<file path="src/hdl/strap_defs.svh">
// Strap bit positions, defaults and control constants for the strap capture block.
`ifndef STRAP_DEFS_SVH
`define STRAP_DEFS_SVH
`define CFG_WIDTH 25
`define CFG_RESET 25'h1FFFFFF
`define CLKSET_HI 23
`define CLKSET_LO 21
`define BOARD_HI 20
`define BOARD_LO 17
`define WAIT_CS0_BIT 10
`define USB_CLK_BIT 8
`define WIDE_FLASH_BIT 7
`define ARB_BIT 6
`define NARROW_FLASH_BIT 0
`define WIDTH_16 2'h0
`define WIDTH_8 2'h1
`define WIDTH_32 2'h2
`define WIDTH_RSVD 2'h3
`endif

</file>
<file path="src/hdl/strap_pkg.sv">
// Types shared by the strap capture block.
package strap_pkg;
	typedef enum logic [2:0] {
		ST_RESET = 3'h1,
		ST_CAPTURE = 3'h2,
		ST_RUN = 3'h4
	} phase_e;
	typedef struct packed {
		logic [2:0] core_clk_sel;
		logic [3:0] board_rev;
		logic wait_sample_cs0;
		logic usb_clk_internal;
		logic [1:0] flash_width;
		logic exp_arbiter_sel;
	} strap_ctrl_s;
endpackage : strap_pkg

</file>
<file path="src/hdl/reset_sync.sv">
// Two-flop reset release synchroniser.
`timescale 1ns/1ns
module reset_sync
(
	// Clock and raw reset.
	input wire logic clk_i,
	input wire logic rst_n_i,
	// Synchronised reset.
	output logic rst_n_o
);
	logic [1:0] sync_reg;
	always_ff @(posedge clk_i or negedge rst_n_i)
	begin
		if (!rst_n_i)
			sync_reg <= 2'h0;
		else
			sync_reg <= {sync_reg[0], 1'b1};
	end
	assign rst_n_o = sync_reg[1];
endmodule : reset_sync

</file>
<file path="src/hdl/strap_capture.sv">
// Reset strap capture and the control decode it steers.
// Operation
// - In reset, float address pins, capture bits 24:0; code captures on the second cycle after synchronous release
// - Clock-set strap overrides fuse, never above maximum
// - Bits 20:17 captured, readable, otherwise unused
// - Wait bit one samples wait on cs0
// - Wait bit zero, async mode ignores wait
// - Sync mode ignores wait, uses counters
// - USB select one makes both clocks internally
// - USB select zero takes clocks from pins 0/1
// - Arbiter bit zero relies on external arbiter
// - Arbiter bit one enables internal arbiter
// - Flash width from wide and narrow bits
`timescale 1ns/1ns
`include "strap_defs.svh"
module strap_capture
(
	// Clock and reset.
	input wire logic sys_clk_i,
	input wire logic rst_n_i,
	// Expansion address pins, shared with strap sensing.
	input wire logic [24:0] exp_address_pins_i,
	input wire logic [24:0] exp_address_drv_i,
	output logic [24:0] exp_address_pins_o,
	output logic [24:0] exp_address_pins_oe_o,
	// Fused core speed limit.
	input wire logic [2:0] fuse_clk_max_i,
	// Chip select 0 wait handling.
	input wire logic slave_wait_in_i,
	input wire logic cs0_cycle_i,
	input wire logic cs0_sync_mode_i,
	input wire logic sync_wait_i,
	output logic cs0_wait_o,
	// Clock, arbitration and flash width controls.
	output logic [2:0] core_clk_sel_o,
	output logic usb_clk_internal_o,
	output logic usb_dev_clk_from_pin_o,
	output logic usb_host_clk_from_pin_o,
	output logic internal_arb_en_o,
	output logic [1:0] flash_width_o,
	// Captured configuration readback.
	output logic [24:0] cfg_readback_o,
	output logic [3:0] board_rev_o,
	output logic cfg_valid_o
);
	typedef struct packed {
		strap_pkg::phase_e phase;
		logic [24:0] cfg;
		strap_pkg::strap_ctrl_s ctrl;
		logic cs0_wait;
		logic valid;
		logic usb_from_pin;
		logic [24:0] pin_out;
		logic [24:0] pin_oe;
	} state_s;

	logic rst_sync_n;
	state_s st_reg;
	state_s st_next;
	logic [2:0] clk_req;
	logic [1:0] width;

	reset_sync reset_sync_inst
	(
		.clk_i(sys_clk_i),
		.rst_n_i(rst_n_i),
		.rst_n_o(rst_sync_n)
	);

	always_comb
	begin
		st_next = st_reg;
		clk_req = st_reg.cfg[`CLKSET_HI:`CLKSET_LO];
		width = `WIDTH_RSVD;
		// Address pins stay inputs until the straps are held, so sensing is undisturbed.
		st_next.pin_out = exp_address_drv_i;
		st_next.pin_oe = (st_reg.phase == strap_pkg::ST_RUN) ? 25'h1FFFFFF : 25'h0;
		case ({st_reg.cfg[`WIDE_FLASH_BIT], st_reg.cfg[`NARROW_FLASH_BIT]})
			2'h0: width = `WIDTH_16;
			2'h1: width = `WIDTH_8;
			2'h3: width = `WIDTH_32;
			default: width = `WIDTH_RSVD;
		endcase
		case (st_reg.phase)
			strap_pkg::ST_RESET:
			begin
				st_next.phase = strap_pkg::ST_CAPTURE;
			end
			strap_pkg::ST_CAPTURE:
			begin
				// Second cycle after synchronous release: pins are still inputs.
				st_next.cfg = exp_address_pins_i;
				st_next.phase = strap_pkg::ST_RUN;
				st_next.valid = 1'b1;
			end
			strap_pkg::ST_RUN:
			begin
				st_next.ctrl.core_clk_sel = (clk_req > fuse_clk_max_i) ? fuse_clk_max_i : clk_req;
				st_next.ctrl.board_rev = st_reg.cfg[`BOARD_HI:`BOARD_LO];
				st_next.ctrl.wait_sample_cs0 = st_reg.cfg[`WAIT_CS0_BIT];
				st_next.ctrl.usb_clk_internal = st_reg.cfg[`USB_CLK_BIT];
				st_next.usb_from_pin = ~st_reg.cfg[`USB_CLK_BIT];
				st_next.ctrl.flash_width = width;
				st_next.ctrl.exp_arbiter_sel = st_reg.cfg[`ARB_BIT];
				if (cs0_sync_mode_i)
					st_next.cs0_wait = cs0_cycle_i & sync_wait_i;
				else if (st_reg.cfg[`WAIT_CS0_BIT])
					st_next.cs0_wait = cs0_cycle_i & ~slave_wait_in_i;
				else
					st_next.cs0_wait = 1'b0;
			end
			default:
			begin
				st_next.phase = strap_pkg::ST_RESET;
			end
		endcase
	end

	always_ff @(posedge sys_clk_i or negedge rst_sync_n)
	begin
		if (!rst_sync_n)
		begin
			st_reg.phase <= strap_pkg::ST_RESET;
			st_reg.cfg <= `CFG_RESET;
			st_reg.ctrl <= '0;
			st_reg.cs0_wait <= 1'b0;
			st_reg.valid <= 1'b0;
			st_reg.usb_from_pin <= 1'b0;
			st_reg.pin_out <= 25'h0;
			st_reg.pin_oe <= 25'h0;
		end
		else
			st_reg <= st_next;
	end

	assign exp_address_pins_o = st_reg.pin_out;
	assign exp_address_pins_oe_o = st_reg.pin_oe;
	assign cs0_wait_o = st_reg.cs0_wait;
	assign core_clk_sel_o = st_reg.ctrl.core_clk_sel;
	assign usb_clk_internal_o = st_reg.ctrl.usb_clk_internal;
	assign usb_dev_clk_from_pin_o = st_reg.usb_from_pin;
	assign usb_host_clk_from_pin_o = st_reg.usb_from_pin;
	assign internal_arb_en_o = st_reg.ctrl.exp_arbiter_sel;
	assign flash_width_o = st_reg.ctrl.flash_width;
	assign cfg_readback_o = st_reg.cfg;
	assign board_rev_o = st_reg.ctrl.board_rev;
	assign cfg_valid_o = st_reg.valid;
endmodule : strap_capture

</file>
<file path="config.mk">
export PLATFORM = sky130hd
export DESIGN_NAME = strap_capture
export DESIGN_NICKNAME = d
export VERILOG_FILES = /design/src/hdl/strap_pkg.sv /design/src/hdl/reset_sync.sv /design/src/hdl/strap_capture.sv
export VERILOG_INCLUDE_DIRS = /design/src /design/src/hdl
export SDC_FILE = /design/constraint.sdc
export NUM_CORES = 1
export LEC_CHECK = 0
export ABC_CLOCK_PERIOD_IN_PS = 3200
export BUFFER_PORTS_ARGS = -buffer_cell sky130_fd_sc_hd__buf_2
export CORE_ASPECT_RATIO = 0.6
export CORE_MARGIN = 2
export CORE_UTILIZATION = 50
export CTS_BUF_LIST = sky130_fd_sc_hd__clkbuf_8 sky130_fd_sc_hd__clkbuf_16
export DETAILED_ROUTE_END_ITERATION = 10
export GPL_TIMING_DRIVEN = 1
export PLACE_DENSITY = 0.86
export SKIP_CTS_REPAIR_TIMING = 1
export SYNTH_ARGS = -nofsm -noshare
export SYNTH_HDL_FRONTEND = slang
export SYNTH_SLANG_ARGS = --single-unit
</file>
<file path="constraint.sdc">
create_clock -name sys_clk_i -period 3.2 [get_ports sys_clk_i]
set_input_delay 0.32 -clock sys_clk_i [delete_from_list [all_inputs] [get_ports sys_clk_i]]
set_output_delay 0.32 -clock sys_clk_i [all_outputs]
set_load 0.03 [all_outputs]
</file>
# Word level (Yosys, flattened, before mapping)
# Cells that the tools add are included.
dict set report word_totals {
  reg_bits 94
  input_bits 59
  output_inout_bits 90
}
dict set report op_classes {
  n_reduce_logical 1
  n_eq_ne 5
  order_cmp 1
  muxes 6
  bitwise 4
}
# cell n
set op_table {}
lappend op_table {{2-to-1 mux 25 bit} 1}
lappend op_table {{case mux 3 bit (3 select lines)} 1}
lappend op_table {{case mux 2 bit (3 select lines)} 1}
lappend op_table {{equality test 3 x 1 -> 1 bit (second input constant)} 1}
lappend op_table {{equality test 3 x 2 -> 1 bit (second input constant)} 1}
lappend op_table {{equality test 3 bit (second input constant)} 1}
lappend op_table {{greater-than comparator 3 bit} 1}
lappend op_table {{2-to-1 mux 3 bit} 1}
lappend op_table {{AND 1 bit} 2}
lappend op_table {{equality test 2 x 1 -> 1 bit (second input constant)} 1}
lappend op_table {{equality test 2 bit (second input constant)} 1}
lappend op_table {{logical NOT 2 bit} 1}
lappend op_table {{2-to-1 mux 1 bit} 2}
lappend op_table {{inverter 1 bit} 2}

# Longest topological paths before layout
dict set report logic_depth {
  depth_word 4
  mapped_depth 6
}

# Hierarchy
# A second synthesis with hierarchy kept.
dict set report hier_totals {
  cells_unflattened 253
  area_unflattened_um2 3116.7
}
# module n_inst seq_area_each_um2 area_each_um2 cells_per_inst
set by_module_without_submodules {}
lappend by_module_without_submodules {strap_capture 1 1734.2 3062.9 250}
lappend by_module_without_submodules {reset_sync 1 50.0 53.8 3}

# Least setup slack after synthesis
# OpenSTA, ideal clock, no wires.
dict set report synth_path {
  path_type {flip-flop to flip-flop}
  start {register st_reg (netlist bit cfg_readback_o[22])}
  end {register st_reg (netlist bit core_clk_sel_o[0])}
  arrival_ns 1.537
  stages_incl_launch_ff 5
  synth_period_minus_slack_ns 1.661
  setup_time_ns 0.124
  t_required_ns 3.076
  slack_ns 1.539
  cell_sequence {dfstp_2 -> ha_1 -> a211oi_1 -> nor3_2 -> a211o_1}
}
dict set report synth_between {
  elab_chain_len 2
}
# element line
set synth_lines {}
lappend synth_lines {{from (decl)} strap_capture.sv:58} ;# state_s st_reg;
lappend synth_lines {{from (signal assigned)} strap_capture.sv:133} ;# st_reg <= st_next;
lappend synth_lines {{greater-than comparator 3 bit} strap_capture.sv:98} ;# st_next.ctrl.core_clk_sel = (clk_req > fuse_clk_max_i) ? fuse_clk_max_i : clk_req;
lappend synth_lines {{2-to-1 mux 3 bit} strap_capture.sv:98}
# Every way passes these cells.
# A chain may end at the register's enable or synchronous reset.

# Worst setup path after layout
# Same ends and word-level chain as after synthesis.

==> reports/metrics.csv <==
stage,metric,value,unit
status,outcome,finished clean,
yosys,top cell type's share of synthesized area,35.6,%
worst_hold_path,Hold Path End,exp_address_pins_o[14]$_DFF_PN0_,
floorplanning,Die H,64.9,um
clock_network,clock transition at the registers of the reported paths,0.08,ns
sta,"Slew Viols, Final",0,
placed_design,Placed Cells,396,
grt,number of global-route vias before repair,1733,
worst_hold_path,Hold Path Depth,1,
layout,Area Overhead vs Synth,14.0,%
clock_network,TritonCTS clock tree,built,
grt,initial antenna violation count,0,
yosys,Synth Cell Area,3090,um^2
yosys,post-synth net total,317,
yosys,synth warn,0,
critical_path,Worst Reg-to-Reg Cells,4,
critical_path,r2r setup slk,1.38,ns
layout,NumNets Final,388,
grt,Total GRT Usage,16.1,%
yosys,most common cell in the netlist,buf_4,
floorplanning,core area,6060,um^2
floorplanning,Die W,106,um
layout,ratio of cells with drive above 1 in the final layout,67.2,%
grt,pin count of the biggest net entering global routing,39,
pwr,Max IR drop VDD,0.273,mV
clock_network,clk sink count,70,
layout,ant diodes,0,
sta,Tcrit/Tclk final,56.9,%
yosys,Synth Register Bits,70,
drt,Post-Route WL,5.29,mm
drt,Routed Antenna Nets,0,
critical_path,Crit path required time,3.42,ns
drt,residual DRC count,0,
pwr,power per cell area,570,nW/um^2
drt,Pre-antenna DRT Iters,4,
placed_design,post-detailed-placement half-perimeter wirelength,3.91,mm
grt,first-pass GRT wire length,8.22,mm
sta,Slew HR,58.7,%
critical_path,WP data arrival,2.04,ns
sta,Worst-Margin Slew,0.619,ns
critical_path,"Max FO, Critical Path",6,
drt,wire per inst,12.8,um
clock_network,CTS H-tree lvls,3,
yosys,register area share after synthesis,57.7,%
sta,RSZ-0062 raised after global routing,false,
clock_network,worst-skew pair later-pin latency,0.34,ns
yosys,most common library cells after synthesis,"buf_4, dfrtp_1, nand2_1, dfstp_2, mux2_2",
yosys,library cells used by synthesis,26,
clock_network,root buf cell,clkbuf_8,
layout,non-filler instance count after layout,413,
drt,DR vias,1805,
worst_hold_path,Hold Crit Class,input pin to flop,
floorplanning,Core Rows,22,
sta,clock skew after layout,0.00783,ns
sta,Final setup violation count,0,
pwr,LEAKAGE,1.73,nW
grt,"Remaining Overflow, GRT",0,
flow_run,max_cap viols,0,
placed_design,Routability Congestion,0.739,
drt,Starting DRT DRC Count,54,
critical_path,CP Capture Type,flop,
critical_path,R2R Path End,core_clk_sel_o[0]$_DFFE_PN0P_,
worst_hold_path,hold path start,exp_address_drv_i[14],
clock_network,CTS max path bufs,2,
critical_path,Crit Reg-Reg Startpoint,cfg_readback_o[22]$_DFFE_PN1P_,
sta,Highest Clock Rate,549,MHz
sta,Final Hold Viols,0,
floorplanning,Die Area,6850,um^2
sta,TNS Setup,0,ns
placed_design,Buffers on Ports,148,
clock_network,cts bufs inserted,9,
drt,detail-routed via count per cell,4.37,
floorplanning,I/O pin cnt,149,
critical_path,WS Path Type,flop to flop,
yosys,Post-synth EDFFs,0,
sta,crit path time final,1.82,ns
critical_path,CP startpoint kind,flop,
yosys,Mapped Cells,253,
yosys,synth top area cells,"dfrtp_1, dfstp_2, buf_4",
yosys,Synth Area per Inst,12.2,um^2
yosys,Post-synth ARST share,100,%
yosys,ys flop type,dfrtp_1,
yosys,cell type with the largest total area after synthesis,dfrtp_1,
floorplanning,Starting Density,51.1,%
==> power breakdown <==
part | internal, mW | switching, mW | leakage (nW)
Sequential | 0.944 | 0.0292 | 0.781
Clock | 0.451 | 0.350 | 0.112
Combinational | 0.0821 | 0.152 | 0.833
==> critical path, stage by stage (launching register included) <==
cell      delay, ns
dfstp_2        0.56
ha_1           0.24
a211oi_1       0.55
nor3_2         0.11
a211o_1        0.24
==> how the worst max path moves through the flow <==
stage / from / to / slack (ns) / cells past startpoint
2_1_floorplan: reset_sync_inst.sync_reg[1]$_DFF_PN0_ / board_rev_o[0]$_DFFE_PN0P_ / 1.15 / 0
3_3_place_gp: st_reg[90]$_DFFE_PN1N_ / core_clk_sel_o[0]$_DFFE_PN0P_ / 1.42 / 4
3_5_place_dp: cfg_readback_o[22]$_DFFE_PN1P_ / core_clk_sel_o[0]$_DFFE_PN0P_ / 1.39 / 4
4_1_cts: st_reg[90]$_DFFE_PN1N_ / core_clk_sel_o[0]$_DFFE_PN0P_ / 1.38 / 5
5_1_grt: st_reg[90]$_DFFE_PN1N_ / core_clk_sel_o[0]$_DFFE_PN0P_ / 1.23 / 5
6_report: cfg_readback_o[22]$_DFFE_PN1P_ / core_clk_sel_o[0]$_DFFE_PN0P_ / 1.38 / 4
==> layout make-up <==
class                   instances  area [um^2]
clock inverters                 7          105
inverters                       6         22.5
repair buffers                151          766
flip-flops and latches         70         1790
well taps                      84          105
fillers                       511         2530
clock buffers                   9          124
multi-input cells              86          616
==> layout by cell type, fill, tap and decap left out, drive strengths merged, types with 2 or more instances in the layout <==
cell type  instances
buf              150
dfrtp             44
nand2             27
dfstp             26
mux2              23
clkbuf             9
o21ai              9
inv                9
ha                 5
nor2               4
nor3b              3
or3                2
a31oi              2
or2                2
bufinv             2
==> metal layers <==
| layer | vias up | GRT usage [%] | wire length (um) |
|---|---|---|---|
| li1 | 870 | - | - |
| met1 | 834 | 19.4 | 2220 |
| met2 | 92 | 26.3 | 2490 |
| met3 | 9 | 6.94 | 517 |
| met4 | 0 | 5.43 | 60 |
| met5 | - | 0 | 0 |
==> per-stage QoR <==
step	hold WS (ns)	util (%)	total power, mW	setup slack (ns)	area, um^2
finish	0.0800	58.2	2.01	1.38	3520
global route	0.0457	58.2	2.11	1.23	3520
CTS	-0.273	58.0	2.05	1.38	3510
detailed placement	0.107	54.2	1.23	1.39	3280
global placement	0.105	54.2	1.22	1.42	3280
floorplan	0.0244	-	1.19	1.15	3090
==> kinds of logic after synthesis <==
logic type | synth area share (%)
adders and majority gates | 2.02
xor gates and xnor gates | 0.283
buffers and inverters | 22.5
AOI/OAI and AO/OA | 2.87
muxes | 8.38
and+or+nand+nor | 6.07
DFF | 57.7
other | 0.121
No activity file was read; power rests on OpenSTA's default activity.
